**config.mk**
```make
export PLATFORM = sky130hd
export DESIGN_NAME = ppisc_top
export DESIGN_NICKNAME = d
export VERILOG_FILES = /design/src/hdl/ppisc_pkg.sv /design/src/hdl/ppisc_sync.sv /design/src/hdl/ppisc_alarm_hold.sv /design/src/hdl/ppisc_top.sv
export VERILOG_INCLUDE_DIRS = /design/src /design/src/hdl
export SDC_FILE = /design/constraint.sdc
export NUM_CORES = 1
export LEC_CHECK = 0
export BUFFER_PORTS_ARGS = -buffer_cell sky130_fd_sc_hd__buf_2
export CORE_ASPECT_RATIO = 0.9
export CORE_MARGIN = 3
export CORE_UTILIZATION = 50
export CTS_BUF_LIST = sky130_fd_sc_hd__clkbuf_4 sky130_fd_sc_hd__clkbuf_8 sky130_fd_sc_hd__clkbuf_16
export DETAILED_ROUTE_END_ITERATION = 12
export GPL_ROUTABILITY_DRIVEN = 0
export PLACE_DENSITY_LB_ADDON = 0.2
export SLEW_MARGIN = 25
export SYNTH_ARGS = -nofsm -noshare
export SYNTH_HDL_FRONTEND = slang
export SYNTH_SLANG_ARGS = --single-unit
```
**constraint.sdc**
```tcl
create_clock -name mclk -period 1.7 [get_ports mclk]
set_input_delay 0.17 -clock mclk [delete_from_list [all_inputs] [get_ports mclk]]
set_output_delay 0.17 -clock mclk [all_outputs]
set_load 0.1 [all_outputs]
```
**src/hdl/ppisc_regs.svh**
```systemverilog
// constants for the process image status and control block
`ifndef PPISC_REGS_SVH
`define PPISC_REGS_SVH

// process image byte addresses
`define PPISC_STATUS_LO_OFS   1'h0
`define PPISC_STATUS_HI_OFS   1'h1

// output word (from controller) bit positions
`define PPISC_CMD_ALARM1_BIT  6
`define PPISC_CMD_ALARM2_BIT  7
`define PPISC_CMD_MRST_BIT    8

// status byte n bit positions
`define PPISC_LO_FAULT_BIT    0
`define PPISC_LO_OUT3_BIT     4
`define PPISC_LO_OUT4_BIT     5
`define PPISC_LO_OUT1_BIT     6
`define PPISC_LO_OUT2_BIT     7

// reset values
`define PPISC_STATUS_RST      8'h00
`define PPISC_DOUT_RST        4'h0

// timing
`define PPISC_CLK_HZ          20000000
`define PPISC_ALARM_HOLD_S    4
`define PPISC_MRST_CYCLES     5'h10

`endif

```
**src/hdl/ppisc_pkg.sv**
```systemverilog
// types for the process image status and control block
package ppisc_pkg;

    typedef enum logic [1:0] {
        MODE_HOST_USB = 2'b00,
        MODE_REMOTE   = 2'b01,
        MODE_PASS     = 2'b10
    } ppisc_mode_t;

    typedef enum logic [1:0] {
        ST_IDLE   = 2'b00,
        ST_SEND   = 2'b01,
        ST_WAIT   = 2'b10,
        ST_HANGUP = 2'b11
    } ppisc_state_t;

    typedef struct packed {
        logic power;
        logic signed_on;
        logic traffic;
        logic off_hook;
        logic carrier;
    } ppisc_led_t;

    typedef struct packed {
        logic [7:0] hi;
        logic [7:0] lo;
    } ppisc_image_t;

endpackage

```
**src/hdl/ppisc_sync.sv**
```systemverilog
// two flip-flop synchroniser for pin inputs
`timescale 1ns/1ps
module ppisc_sync #(
    parameter int WIDTH = 3
) (
    // clock and reset
    input  wire logic             mclk,
    input  wire logic             nrst,
    // pins in, synchronised out
    input  wire logic [WIDTH-1:0] pin_in,
    output logic      [WIDTH-1:0] sync_out
);

    logic [WIDTH-1:0] meta_reg;

    always_ff @(posedge mclk) begin
        if (!nrst) begin
            meta_reg <= '0;
            sync_out <= '0;
        end else begin
            meta_reg <= pin_in;
            sync_out <= meta_reg;
        end
    end

endmodule

```
**src/hdl/ppisc_alarm_hold.sv**
```systemverilog
// qualifies one alarm input by a continuous hold time
`timescale 1ns/1ps
module ppisc_alarm_hold #(
    parameter int HOLD_CYCLES = 80000000
) (
    // clock and reset
    input  wire logic mclk,
    input  wire logic nrst,
    // alarm level in, qualified pulse out
    input  wire logic level_in,
    output logic      qual_pulse
);

    localparam logic [26:0] HOLD_LAST = 27'(HOLD_CYCLES - 1);

    logic [26:0] cnt_reg;
    logic        done_reg;

    always_ff @(posedge mclk) begin
        if (!nrst) begin
            cnt_reg    <= 27'h0000000;
            done_reg   <= 1'b0;
            qual_pulse <= 1'b0;
        end else begin
            qual_pulse <= 1'b0;
            if (!level_in) begin
                cnt_reg  <= 27'h0000000;
                done_reg <= 1'b0;
            end else if (!done_reg) begin
                if (cnt_reg == HOLD_LAST) begin
                    qual_pulse <= 1'b1;
                    done_reg   <= 1'b1;
                end else begin
                    cnt_reg <= cnt_reg + 27'h0000001;
                end
            end
        end
    end

    held_count_a: assert property (@(posedge mclk) disable iff (!nrst)
        qual_pulse |-> $past(cnt_reg) == HOLD_LAST && $past(level_in))
        else $error("alarm qualified before hold time");
    drop_restart_a: assert property (@(posedge mclk) disable iff (!nrst)
        !level_in |=> cnt_reg == 27'h0000000 && !qual_pulse)
        else $error("hold count not restarted on drop");

endmodule

```
**src/hdl/ppisc_top.sv**
```systemverilog
// process image status and control bank between service module and controller
//
// Operation
// - alarm 1 is processed only after four seconds of continuous assertion.
// - alarm 2 is processed only after four seconds of continuous assertion.
// - after a text message alarm is sent, the connection is ended at once.
// - a 1 in bit 0 of output byte n+1 starts a modem reset.
// - all other output word bits have no effect.
// - status byte n reads at address 0, byte n+1 at address 1.
// - bit 0 of status byte n flags an internal communication error.
// - while that flag is set every other status bit reads 0.
// - bits 1 to 3 of status byte n are reserved and read 0.
// - status byte n bits 4..7 mirror outputs 3, 4, 1, 2.
// - four digital outputs can be set remotely by service software.
// - output 1 is closed while a pulse alarm is processed.
// - status byte n+1 bits 0..2 show power, sign-on and bus traffic.
// - bit 3 shows off-hook, bit 4 shows modem carrier ready.
// - off-hook and carrier bits are sent only while the modem takes part.
// - bits 5..7 of status byte n+1 show the operating mode one-hot.
// - a mode imposed by service software is reported instead of the switch.
// - output byte n bit 6 is alarm input 1, bit 7 alarm input 2.
// - process image is exchanged only when the io enable switch is on.
`timescale 1ns/1ps
`include "ppisc_regs.svh"
module ppisc_top
    import ppisc_pkg::*;
#(
    parameter int HOLD_CYCLES = `PPISC_ALARM_HOLD_S * `PPISC_CLK_HZ
) (
    // clock and reset
    input  wire logic         mclk,
    input  wire logic         nrst,
    // switches on the front panel
    input  wire logic         io_enable_switch,
    input  wire logic [1:0]   mode_switch,
    // controller output word and status read port
    input  wire logic [15:0]  cmd_word,
    input  wire logic         rd_addr,
    output logic      [7:0]   rd_data_reg,
    output ppisc_image_t      status_word_reg,
    // internal status from the module
    input  wire logic         comm_fault,
    input  ppisc_led_t        led_state,
    input  wire logic         modem_involved,
    input  wire logic         forced_mode_valid,
    input  ppisc_mode_t       forced_mode,
    // service software outputs and pulse alarm
    input  wire logic [3:0]   remote_out_set,
    input  wire logic         pulse_alarm_active,
    // alarm dispatch to modem
    input  wire logic         sms_delivery,
    input  wire logic         msg_done,
    output logic              alarm_start_reg,
    output logic              alarm_id_reg,
    output logic              call_end_reg,
    output logic              modem_reset_reg,
    // digital outputs and mode indicator
    output logic      [3:0]   dout_reg,
    output logic              mode_led_green_reg,
    output logic              mode_led_red_reg
);

    logic [2:0]   pin_sync;
    logic         io_en;
    ppisc_mode_t  switch_mode;
    ppisc_mode_t  active_mode;
    logic [15:0]  cmd_eff;
    logic         alarm1_qual;
    logic         alarm2_qual;
    logic         pend1_reg;
    logic         pend2_reg;
    ppisc_state_t state_reg;
    ppisc_state_t state_next;
    logic         mrst_prev_reg;
    logic [4:0]   mrst_cnt_reg;
    logic [2:0]   mode_onehot;
    logic [3:0]   dout_next;
    logic [7:0]   lo_next;
    logic [7:0]   hi_next;

    // pin synchronisation
    ppisc_sync #(
        .WIDTH (3)
    ) u_sync (
        .mclk     (mclk),
        .nrst     (nrst),
        .pin_in   ({io_enable_switch, mode_switch}),
        .sync_out (pin_sync)
    );

    assign io_en       = pin_sync[2];
    assign switch_mode = (pin_sync[1:0] == 2'b11) ? MODE_REMOTE : ppisc_mode_t'(pin_sync[1:0]);

    assign active_mode = forced_mode_valid ? forced_mode : switch_mode;

    assign cmd_eff = io_en ? cmd_word : 16'h0000;

    // alarm inputs from output byte n
    ppisc_alarm_hold #(
        .HOLD_CYCLES (HOLD_CYCLES)
    ) u_alarm1 (
        .mclk       (mclk),
        .nrst       (nrst),
        .level_in   (cmd_eff[`PPISC_CMD_ALARM1_BIT]),
        .qual_pulse (alarm1_qual)
    );

    ppisc_alarm_hold #(
        .HOLD_CYCLES (HOLD_CYCLES)
    ) u_alarm2 (
        .mclk       (mclk),
        .nrst       (nrst),
        .level_in   (cmd_eff[`PPISC_CMD_ALARM2_BIT]),
        .qual_pulse (alarm2_qual)
    );

    // pending alarms, set wins over clear
    always_ff @(posedge mclk) begin
        if (!nrst) begin
            pend1_reg <= 1'b0;
            pend2_reg <= 1'b0;
        end else begin
            if (alarm1_qual) begin
                pend1_reg <= 1'b1;
            end else if (state_reg == ST_SEND && !alarm_id_reg) begin
                pend1_reg <= 1'b0;
            end
            if (alarm2_qual) begin
                pend2_reg <= 1'b1;
            end else if (state_reg == ST_SEND && alarm_id_reg) begin
                pend2_reg <= 1'b0;
            end
        end
    end

    // alarm dispatch sequencer
    always_comb begin
        state_next = state_reg;
        case (state_reg)
            ST_IDLE: begin
                if (pend1_reg || pend2_reg) begin
                    state_next = ST_SEND;
                end
            end
            ST_SEND: begin
                state_next = ST_WAIT;
            end
            ST_WAIT: begin
                if (msg_done) begin
                    state_next = sms_delivery ? ST_HANGUP : ST_IDLE;
                end
            end
            ST_HANGUP: begin
                state_next = ST_IDLE;
            end
            default: begin
                state_next = ST_IDLE;
            end
        endcase
    end

    always_ff @(posedge mclk) begin
        if (!nrst) begin
            state_reg <= ST_IDLE;
        end else begin
            state_reg <= state_next;
        end
    end

    always_ff @(posedge mclk) begin
        if (!nrst) begin
            alarm_start_reg <= 1'b0;
            alarm_id_reg    <= 1'b0;
            call_end_reg    <= 1'b0;
        end else begin
            alarm_start_reg <= (state_next == ST_SEND);
            if (state_reg == ST_IDLE && state_next == ST_SEND) begin
                alarm_id_reg <= !pend1_reg;
            end
            call_end_reg <= (state_next == ST_HANGUP);
        end
    end

    // modem reset on rising edge of the reset bit
    always_ff @(posedge mclk) begin
        if (!nrst) begin
            mrst_prev_reg   <= 1'b0;
            mrst_cnt_reg    <= 5'h00;
            modem_reset_reg <= 1'b0;
        end else begin
            mrst_prev_reg <= cmd_eff[`PPISC_CMD_MRST_BIT];
            if (cmd_eff[`PPISC_CMD_MRST_BIT] && !mrst_prev_reg) begin
                mrst_cnt_reg    <= `PPISC_MRST_CYCLES;
                modem_reset_reg <= 1'b1;
            end else if (mrst_cnt_reg != 5'h00) begin
                mrst_cnt_reg    <= mrst_cnt_reg - 5'h01;
                modem_reset_reg <= (mrst_cnt_reg != 5'h01);
            end else begin
                modem_reset_reg <= 1'b0;
            end
        end
    end
    // remaining cmd_word bits are not decoded anywhere

    // remote outputs, output 1 closed during pulse alarm
    assign dout_next = {remote_out_set[3:1], remote_out_set[0] | pulse_alarm_active};

    always_ff @(posedge mclk) begin
        if (!nrst) begin
            dout_reg <= `PPISC_DOUT_RST;
        end else begin
            dout_reg <= dout_next;
        end
    end

    always_comb begin
        mode_onehot = 3'b000;
        case (active_mode)
            MODE_HOST_USB: begin
                mode_onehot = 3'b001;
            end
            MODE_REMOTE: begin
                mode_onehot = 3'b010;
            end
            MODE_PASS: begin
                mode_onehot = 3'b100;
            end
            default: begin
                mode_onehot = 3'b010;
            end
        endcase
    end

    // status byte assembly
    always_comb begin
        lo_next = `PPISC_STATUS_RST;
        hi_next = `PPISC_STATUS_RST;
        if (!io_en) begin
            lo_next = `PPISC_STATUS_RST;
            hi_next = `PPISC_STATUS_RST;
        end else if (comm_fault) begin
            lo_next[`PPISC_LO_FAULT_BIT] = 1'b1;
        end else begin
            // bits 1..3 stay 0, output mirrors
            lo_next[`PPISC_LO_OUT3_BIT] = dout_next[2];
            lo_next[`PPISC_LO_OUT4_BIT] = dout_next[3];
            lo_next[`PPISC_LO_OUT1_BIT] = dout_next[0];
            lo_next[`PPISC_LO_OUT2_BIT] = dout_next[1];
            hi_next[0] = led_state.power;
            hi_next[1] = led_state.signed_on;
            hi_next[2] = led_state.traffic;
            // modem lamps only while modem takes part
            hi_next[3] = led_state.off_hook & modem_involved;
            hi_next[4] = led_state.carrier & modem_involved;
            hi_next[7:5] = mode_onehot;
        end
    end

    always_ff @(posedge mclk) begin
        if (!nrst) begin
            status_word_reg.lo <= `PPISC_STATUS_RST;
            status_word_reg.hi <= `PPISC_STATUS_RST;
        end else begin
            status_word_reg.lo <= lo_next;
            status_word_reg.hi <= hi_next;
        end
    end

    always_ff @(posedge mclk) begin
        if (!nrst) begin
            rd_data_reg <= `PPISC_STATUS_RST;
        end else if (rd_addr == `PPISC_STATUS_HI_OFS) begin
            rd_data_reg <= status_word_reg.hi;
        end else begin
            rd_data_reg <= status_word_reg.lo;
        end
    end

    always_ff @(posedge mclk) begin
        if (!nrst) begin
            mode_led_green_reg <= 1'b0;
            mode_led_red_reg   <= 1'b0;
        end else begin
            mode_led_green_reg <= (active_mode == MODE_HOST_USB);
            mode_led_red_reg   <= (active_mode == MODE_PASS);
        end
    end

    // checks
    fault_flag_a: assert property (@(posedge mclk) disable iff (!nrst)
        io_en && comm_fault |=> status_word_reg.lo[0])
        else $error("fault flag not set");
    fault_clears_a: assert property (@(posedge mclk) disable iff (!nrst)
        status_word_reg.lo[0] |-> status_word_reg.lo[7:1] == 7'h00
            && status_word_reg.hi == 8'h00)
        else $error("status bits not cleared on fault");
    reserved_zero_a: assert property (@(posedge mclk) disable iff (!nrst)
        status_word_reg.lo[3:1] == 3'h0)
        else $error("reserved status bits set");
    out_mirror_a: assert property (@(posedge mclk) disable iff (!nrst)
        status_word_reg.lo[6] |-> dout_reg[0])
        else $error("output 1 mirror mismatch");
    out1_pulse_a: assert property (@(posedge mclk) disable iff (!nrst)
        pulse_alarm_active |=> dout_reg[0])
        else $error("output 1 open during pulse alarm");
    modem_iso_a: assert property (@(posedge mclk) disable iff (!nrst)
        !modem_involved |=> status_word_reg.hi[4:3] == 2'h0)
        else $error("modem lamps sent while modem idle");
    mode_onehot_a: assert property (@(posedge mclk) disable iff (!nrst)
        status_word_reg.hi[7:5] != 3'h0 |-> $onehot(status_word_reg.hi[7:5]))
        else $error("mode bits not one-hot");
    forced_mode_a: assert property (@(posedge mclk) disable iff (!nrst)
        forced_mode_valid && forced_mode == MODE_PASS |=> mode_led_red_reg)
        else $error("imposed mode not reported");
    io_off_a: assert property (@(posedge mclk) disable iff (!nrst)
        !io_en |=> status_word_reg == 16'h0000)
        else $error("status sent while io disabled");
    hangup_after_a: assert property (@(posedge mclk) disable iff (!nrst)
        state_reg == ST_WAIT && msg_done && sms_delivery |=> call_end_reg ##1 !call_end_reg)
        else $error("connection not ended after text message");
    mrst_hold_a: assert property (@(posedge mclk) disable iff (!nrst)
        $rose(modem_reset_reg) |-> modem_reset_reg [*8])
        else $error("modem reset too short");
    addr_map_a: assert property (@(posedge mclk) disable iff (!nrst)
        rd_addr |=> rd_data_reg == $past(status_word_reg.hi))
        else $error("address 1 not mapped to byte n+1");

    alarm_sent_c: cover property (@(posedge mclk) disable iff (!nrst) alarm_start_reg);
    hangup_c: cover property (@(posedge mclk) disable iff (!nrst) call_end_reg);
    fault_c: cover property (@(posedge mclk) disable iff (!nrst) status_word_reg.lo[0]);
    mrst_c: cover property (@(posedge mclk) disable iff (!nrst) $rose(modem_reset_reg));

endmodule

```
# Word level (Yosys, flattened, before mapping)
# Index checks and enable logic that the tools add are counted.
# classes
order_cmp	0
muxes	22
shifts	0
bitwise_logic	11
n_mul	0
div_mod_pow	0
n_eq_ne	10
addsub	3
reduce_logical	23
# ops
cell	count
27-bit by 1-bit adder with 27-bit output, second input constant	2
27-bit == test, second input constant	2
1-bit two-way mux	11
2-bit == test, second input constant	5
2-bit two-way mux	5
5-bit two-way mux	2
2-bit AND reduction	5
9-bit two-way mux	1
3-bit OR reduction	3
8-bit two-way mux	1
1-bit NOT	8
2-bit one-hot mux with 4 select lines	1
3-bit one-hot mux with 2 select lines	1
2-bit nonzero test	3
5-bit by 1-bit inequality test with 1-bit output, second input constant	1
5-bit nonzero test	1
5-bit by 1-bit subtractor with 5-bit output, second input constant	1
2-bit by 1-bit == test with 1-bit output, second input constant	2
1-bit logical AND	4
2-bit zero test	2
1-bit zero test	3
1-bit bitwise AND	2
2-bit OR reduction	1
1-bit logical OR	1
1-bit OR	1
# word_totals
rom_bits	0
output_inout_bits	34
latchBits	0
reg_bits	108
wordCells	95
inputBits	39
ramBits	0
mem_count	0

# Logic depth before layout (Yosys ltp)
# Gate-level depths: netlist (run 1).
# depth
depth_word	5
depth_mapped	6
depth_no_buf	6

# Modules after synthesis
# Synthesis (run 1) repeated with hierarchy kept, for this count alone.
# hier_totals
hier_cells	473
area_unflattened_um2	4389.2
# by_module_without_submodules
mod	area_per_inst_um2	cells_per_inst	n_inst	seq_area_each_um2
ppisc_alarm_hold	1415.1	161	2	580.6
ppisc_top	1401.3	139	1	820.8
ppisc_sync	157.7	12	1	120.1

# Worst setup path after synthesis (run 1)
# Ideal clock, no wire load.
# synth_timing
kind	reg-to-reg
startpoint	reg u_alarm2.cnt_reg[14]
endpoint	reg u_alarm2.cnt_reg[7]
path_stages_with_launch	6
required_ps	1628
arrival_time_ps	1741
path_buffers	0
setup_time_ps	72
period_less_slack_ps	1813
slack_ps	-113
path_cell_list	dfxtp_1 or4b_4 nor4_4 a311oi_4 a21o_1 a21oi_2
# synth_between
elab_chain_len	3
# synth_rtl
element	line_no	text
from (decl)	ppisc_alarm_hold.sv:16	logic [26:0] cnt_reg;
from (signal assigned)	ppisc_alarm_hold.sv:34	cnt_reg <= cnt_reg + 27'h0000001;
27-bit == test	ppisc_alarm_hold.sv:30	if (cnt_reg == HOLD_LAST) begin
1-bit NOT (no source line)	n/a	
2-bit AND reduction (no source line)	n/a	
# No other way between the ends.
# A chain may end at the register's enable or synchronous reset.

# Final worst setup path (run 1)
# layout_timing
startpoint	reg u_alarm2.cnt_reg[10]
endpoint	reg u_alarm2.cnt_reg[7]
# Same word-level chain as after synthesis.

==> results of run 1 <==
[cell families after synthesis]
| logic type | count (synthesis) | share of synthesized area |
|---|---|---|
| adders and majority gates | 4 | 0.0114 |
| other | 1 | 0.000855 |
| DFF | 105 | 0.479 |
| muxes | 6 | 0.0137 |
| AOI/OAI and AO/OA | 49 | 0.0733 |
| buffers and inverters | 27 | 0.0260 |
| xor gates and xnor gates | 40 | 0.0799 |
| and+or+nand+nor | 251 | 0.315 |
[cell usage after synthesis, types with 2 or more instances]
cell / n / area (sq um)
a21o_1: 4 / 30.0
a21oi_1: 17 / 85.1
a31oi_1: 6 / 37.5
a41o_1: 2 / 20.0
and2_1: 19 / 119
and3_1: 15 / 93.8
and4_1: 6 / 52.6
buf_4: 3 / 22.5
clkbuf_1: 11 / 41.3
dfxtp_1: 105 / 2100
ha_1: 4 / 50.1
inv_1: 12 / 45.0
mux2i_1: 6 / 60.1
nand2_1: 29 / 109
nand2b_1: 4 / 25.0
nand3_1: 29 / 145
nand4_1: 21 / 131
nand4b_1: 3 / 26.3
nor2_1: 71 / 267
nor2b_1: 12 / 75.1
nor3_1: 13 / 65.1
nor3b_1: 2 / 15.0
nor4_1: 2 / 12.5
nor4_2: 2 / 25.0
nor4_4: 2 / 42.5
nor4b_1: 4 / 35.0
o21ai_0: 9 / 45.0
o31ai_1: 2 / 15.0
or3_1: 6 / 37.5
or4_1: 2 / 15.0
xnor2_1: 10 / 87.6
xor2_1: 30 / 263
[routing by layer]
layer  vias up  share of wire
li1       1912              -
met1      1742           0.47
met2       108           0.46
met3         5          0.061
met4         0          0.010
met5         -              0
[worst reg2reg max path, cell delays in order, from the launching register on]
cell	delay, ns
dfxtp_2	0.34
or3_4	0.40
nor4_4	0.26
buf_4	0.18
a311oi_4	0.15
a21o_1	0.23
a21oi_2	0.11
[cell usage in the layout, fill, tap and decap left out, types with 5 or more instances in the layout]
master	count
dfxtp_1	89
nor2_1	70
buf_4	59
buf_2	56
xor2_1	30
nand2_1	29
nand3_1	28
nand4_1	21
and2_1	19
dfxtp_2	16
a21oi_1	15
and3_1	14
inv_1	12
nor2b_1	12
nor3_1	11
xnor2_1	10
o21ai_0	9
clkbuf_8	9
mux2i_1	6
dlygate4sd3_1	6
or3_1	5
[timing repair]
action | CTS | global route
setup buffers | 4 | 3
gates cloned | 0 | 0
gates resized for setup | 11 | 30
endpoints found under the setup margin | 14 | 28
pin swaps | 6 | 16
endpoints found under the hold margin | 6 | 0
hold buffers | 6 | 0
[worst paths after layout]
check / to / slack (ns) / cells past startpoint
max: u_alarm2.cnt_reg[7]$_SDFFE_PN0P_ / -0.02 / 6
min: u_sync.meta_reg[1]$_SDFF_PN0_ / 0.02 / 2
max reg2reg: u_alarm2.cnt_reg[7]$_SDFFE_PN0P_ / -0.02 / 6
min reg2reg: u_sync.sync_out[2]$_SDFF_PN0_ / 0.44 / 1
[power by group]
part / leakage [nW] / internal (mW) / switching (mW)
clock network: 0.0945 / 0.583 / 0.891
logic: 1.27 / 0.174 / 0.372
registers: 0.858 / 2.52 / 0.0440
[through the flow]
stage	worst slack (ns)	cell area (sq um)	std cells	TNS, ns	total power, mW
6_report	-0.0168	5600	722	-0.0241	4.59
4_1_cts	-0.0198	5460	720	-0.0374	4.64
5_1_grt	-0.0993	5600	722	-0.396	4.78
3_3_place_gp	0.000888	5140	694	0	3.15
2_1_floorplan	0.0255	4390	485	0	3.06
3_5_place_dp	-0.0244	5140	694	-0.0615	3.16
[layout make-up]
class,count,area [sq um],area share
multi-input combinational,353,2320,0.414
sequential,105,2120,0.379
timing repair buffer,121,783,0.140
tap,115,144,0.0257
clock buffer,10,131,0.0235
clock inverter,6,58.8,0.0105
inverter,12,45.0,0.00804
==> reports/metrics.yaml, run 1 <==
outcome:
  status: "finished with violations"
  violations: "setup timing"
clock_network:
  htreeDepth: 3
  clk_pin_slew_worst_paths_ns: 0.10
  cts_buffers: 9
  cts_tree: "built"
  root_buffer: "clkbuf_8"
  max-clock-path-buffers: 2
  clock-sinks: 105
  clock_latency_ns: 0.37
global_routing:
  antenna_found_initial: 0
  grt_max_degree: 29
  grt_pass1_wl_microns: 15900
  use_met3: 0.0526
  grt_use_met2: 0.335
  first_global_vias: 3564
  grt-ovfl-total: 0
  track_usage: 0.195
  grt.busiest_layer: "met2"
  use_met1: 0.240
worst_setup_path:
  max_stage_delay_ns: 0.40
  arrival_ns: 2.03
  cp_cell_sequence: "or3_4, nor4_4, buf_4, a311oi_4, a21o_1, a21oi_2"
  timing.rr.start: "u_alarm2.cnt_reg[10]$_SDFFE_PN0P_"
  critical_path_class: "flop to flop"
  critPathTopFamily: "simple AND/OR/NAND/NOR gates"
  crit_buf_inv: 1
  end_kind: "flop"
  start_kind: "flop"
  crit_fanout: 8
  slowest_stage: "or3_4"
  cp.required_ns: 2.01
  critPathLaunch: "u_alarm2.cnt_reg[10]$_SDFFE_PN0P_"
place:
  dpl.hpwl_microns: 6610
  numPortBuffers: 56
routing:
  vias: 3767
  remaining_drc_errors: 0
  wire_per_inst_microns: 13.2
  drt_iter0_drc: 233
  vias_per_cell: 5.22
  ant_nets: 0
  totalWireLength_microns: 9520
  first_pass_iters: 4
floorplan:
  dieArea_sq_mm: 0.00993
  placeableCoreArea_sq_mm: 0.00830
  num_io_pins: 73
  rows: 31
  dieWidth_microns: 105
  chipHeight_microns: 94.8
  start_util: 0.528
cells_and_area:
  area_growth_pct: 27.7
  finish.utilization: 0.675
  drive_gt1_frac: 0.292
  n_antenna_cell: 0
  n_fill_cell: 667
  nets: 645
timing:
  drv_slew: 0
  hold_slack_ns: 0.0216
  finalWorstSetupSlack_ns: -0.0168
  period_share: 1.01
  fmax_mhz: 582
  clock_skew_ns: 0.0141
  hold_violations: 0
  finalSetupViolations: 2
  rsz0062_at_grt: "yes"
  post-route-min-period_ns: 1.72
logic_synthesis:
  synthArstFlopShare: 0
  seq_area_frac_synth: 0.479
  yosysWarnings: 0
  synth_edf_count: 0
  syn_avg_cell_area_sq_um: 9.08
  synthCells: 483
  syn-cell-area_sq_mm: 0.00438
  yosys_register_bits: 105
  synth.distinct_cells: 52
  ys.flop_type: "dfxtp_1"
pwr:
  powerDensity_mw_per_mm2: 819
  p_leak_nw: 2.22
  peakVddDrop_uv: 439
min_path:
  hold_path_class: "input port to flop"
  hp-start: "mode_switch[1]"
job:
  drv_cap: 0
Note: power is estimated with default switching activity, not from simulation.
==> run 2: changes to the inputs <==
- SYNTH_HIERARCHICAL: unset -> 1
==> reports/metrics.yaml, run 2 <==
routing:
  wl_met2_microns: 4790  # was 4400 microns
  drt_iter0_drc: 199  # was 233
  first_pass_iters: 6  # was 4
  ant_nets: 0  # unchanged
  vias_per_cell: 5.22  # about the same
  wire_per_inst_microns: 13.7  # was 13.2 microns
  totalWireLength_microns: 10100  # was 9520 microns
  remaining_drc_errors: 0  # unchanged
  vias: 3830  # was 3,767
  met3_length_microns: 483  # was 584 microns
  top_layer: "met4"  # unchanged
  wl_met1_microns: 4590  # was 4440 microns
timing:
  finalSetupViolations: 13  # was 2
  relSlewSlack: 0.620
  rsz0062_at_grt: "yes"  # unchanged
  finalWorstSetupSlack_ns: -0.0665  # was -0.0168 ns
  clock_skew_ns: 0.0140  # was 0.0141 ns
  hold_violations: 0  # unchanged
  period_share: 1.04  # was 1.01
  fmax_mhz: 566  # was 582 MHz
  tns_ns: -0.457  # was -0.0241 ns
  worstMarginPinSlew_ns: 0.569
  drv_slew: 0  # unchanged
  post-route-min-period_ns: 1.77  # was 1.72 ns
pwr:
  power_frac_seq: 0.555  # was 0.560
  switchingPower_mw: 1.34  # was 1.31 mW
  power_mw: 4.64  # was 4.59 mW
  p_leak_nw: 2.38  # was 2.22 nW
  peakVddDrop_uv: 465  # was 439 uV
  comb_power_share: 0.131  # was 0.119
  p_int_mw: 3.30  # was 3.28 mW
  powerDensity_mw_per_mm2: 786  # was 819 mW/mm^2
  p_sw_frac: 0.290  # was 0.285
  clkPwrFrac: 0.314  # was 0.321
clock_network:
  clock_latency_ns: 0.37  # about the same
  max-clock-path-buffers: 2  # unchanged
  cts_tree: "built"  # unchanged
  root_buffer: "clkbuf_8"  # unchanged
  htreeDepth: 3  # unchanged
  clk_pin_slew_worst_paths_ns: 0.10  # about the same
  clock-sinks: 105  # unchanged
  cts_buffers: 9  # unchanged
place:
  numPortBuffers: 56  # unchanged
  dpl.hpwl_microns: 6600  # was 6610 microns
logic_synthesis:
  synthArstFlopShare: 0  # unchanged
  syn_avg_cell_area_sq_um: 9.28  # was 9.08 sq um
  synth_top_area_frac: 0.479  # about the same
  synth.largest_area_cell: "dfxtp_1"  # unchanged
  synth_edf_count: 0  # unchanged
  yosys_register_bits: 105  # unchanged
  syn-cell-area_sq_mm: 0.00439  # was 0.00438 sq mm
  seq_area_frac_synth: 0.479  # about the same
  synthCells: 473  # was 483
  ys.flop_type: "dfxtp_1"  # unchanged
  synth.distinct_cells: 49  # was 52
  netlist_top_cells_area: "dfxtp_1, nor2_1, xnor2_1"  # was dfxtp_1, nor2_1, xor2_1
  ys_top_cells_by_count: "dfxtp_1, nor2_1, nand2_1"  # was dfxtp_1, nor2_1, xor2_1
  yosysWarnings: 6  # was 0
  yosysMostFrequentCell: "dfxtp_1"  # unchanged
global_routing:
  grt-ovfl-total: 0  # unchanged
  grt_pass1_wl_microns: 16200  # was 15,900 microns
  track_usage: 0.199  # was 0.195
  first_global_vias: 3576  # was 3,564
  grt_max_degree: 20  # was 29
  antenna_found_initial: 0  # unchanged
outcome:
  violations: "setup timing"  # unchanged
  status: "finished with violations"  # unchanged
cells_and_area:
  area_growth_pct: 34.5  # was 27.7%
  layout_common_cells: "dfxtp_1, nor2_1, buf_4"  # unchanged
  n_fill_cell: 613  # was 667
  drive_gt1_frac: 0.367  # was 0.292
  final_common_cell: "dfxtp_1"  # unchanged
  nets: 657  # was 645
  n_antenna_cell: 0  # unchanged
floorplan:
  num_io_pins: 73  # unchanged
  dieWidth_microns: 105  # about the same
  rows: 31  # unchanged
  placeableCoreArea_sq_mm: 0.00830  # unchanged
  chipHeight_microns: 94.9  # was 94.8 microns
  start_util: 0.529  # was 0.528
  dieArea_sq_mm: 0.00994  # was 0.00993 sq mm
worst_setup_path:
  critical_path_class: "flop to flop"  # unchanged
  start_kind: "flop"  # unchanged
  cp.required_ns: 1.96  # was 2.01 ns
  end_kind: "flop"  # unchanged
  arrival_ns: 2.02  # was 2.03 ns
  crit_fanout: 3  # was 8
min_path:
  hold_path_class: "input port to flop"  # unchanged
job:
  drv_cap: 0  # unchanged
[run 2: cell types whose count changed after synthesis, moves of 6 or more]
cell / delta
a31o_1: +7
a31oi_1: -6
xnor2_1: +15
nor3_1: +7
nor2b_1: -10
nor2_1: +8
nand2_1: +7
xor2_1: -18
and3_1: -9
nand3_1: -16
[run 2: path summary, 6_finish.rpt]
kind,start,endpoint,slack [ns],cells past startpoint
max reg2reg,u_alarm2/cnt_reg[20]$_SDFFE_PP0P_,u_alarm2/cnt_reg[4]$_SDFFE_PP0P_,-0.07,7
min,remote_out_set[0],dout_reg[0]$_SDFF_PN0_,0.01,3
min reg2reg,u_sync/meta_reg[1]$_SDFF_PN0_,u_sync/sync_out[1]$_SDFF_PN0_,0.44,1
max,u_alarm2/cnt_reg[20]$_SDFFE_PP0P_,u_alarm2/cnt_reg[4]$_SDFFE_PP0P_,-0.07,7
[run 2: power groups by stage]
| stage | Sequential [mW] | Clock, mW | Combinational, mW |
|---|---|---|---|
| 2_1_floorplan | 2.79 | 0 | 0.318 |
| 3_3_place_gp | 2.63 | 0 | 0.578 |
| 3_5_place_dp | 2.64 | 0 | 0.595 |
| 4_1_cts | 2.58 | 1.51 | 0.610 |
| 5_1_grt | 2.59 | 1.61 | 0.660 |
| 6_report | 2.58 | 1.46 | 0.609 |
[run 2: kinds of logic after synthesis]
family                   synth area share
multiplexers                       0.0254
AO/OA/AOI/OAI                      0.0758
XOR/XNOR                           0.0738
adder cells (fa/ha/maj)            0.0114
AND/OR/NAND/NOR                     0.307
other                            0.000854
flip-flops                          0.479
buffers and inverters              0.0271
[run 2: area by class of cell]
class / count / area (sq um) / area share
sequential: 105 / 2130 / 0.360
multi-input combinational: 348 / 2460 / 0.416
clock inverter: 7 / 63.8 / 0.0108
clock buffer: 9 / 124 / 0.0210
tap: 115 / 144 / 0.0244
inverter: 8 / 30.0 / 0.00508
timing repair buffer: 142 / 961 / 0.163
[run 2: timing repair]
item	in CTS	in global routing
hold buffers	8	0
resized for setup	13	44
cloned	2	0
setup endpoints to repair	30	43
hold endpoints to repair	10	0
pin swaps	9	18
buffers inserted	5	5
[run 2: critical path, cell delays in order, from the launching register on]
cell and delay [ns]:
dfxtp_2 0.33, or4b_4 0.54, nor4_4 0.21, buf_4 0.19, buf_6 0.12, a211oi_1 0.07
xnor2_1 0.14, nor2_1 0.05
[run 2: stage by stage]
step | util | setup WS, ns | instance area [sq um] | cells | hold WS (ns)
6_report | 0.711 | -0.0665 | 5910 | 734 | 0.0144
4_1_cts | 0.685 | -0.0585 | 5690 | 730 | 0.00618
3_5_place_dp | 0.638 | -0.0977 | 5300 | 699 | 0.374
5_1_grt | 0.711 | -0.141 | 5910 | 734 | 0.0114
3_3_place_gp | 0.638 | -0.0677 | 5300 | 699 | 0.376
2_1_floorplan | - | -0.0394 | 4450 | 475 | 0.292
[run 2: per-layer routing]
layer  vias to the layer above  GRT usage
li1                       1928          -
met1                      1793      0.242
met2                        91      0.345
met3                        18     0.0472
met4                         0     0.0787
met5                         -          0
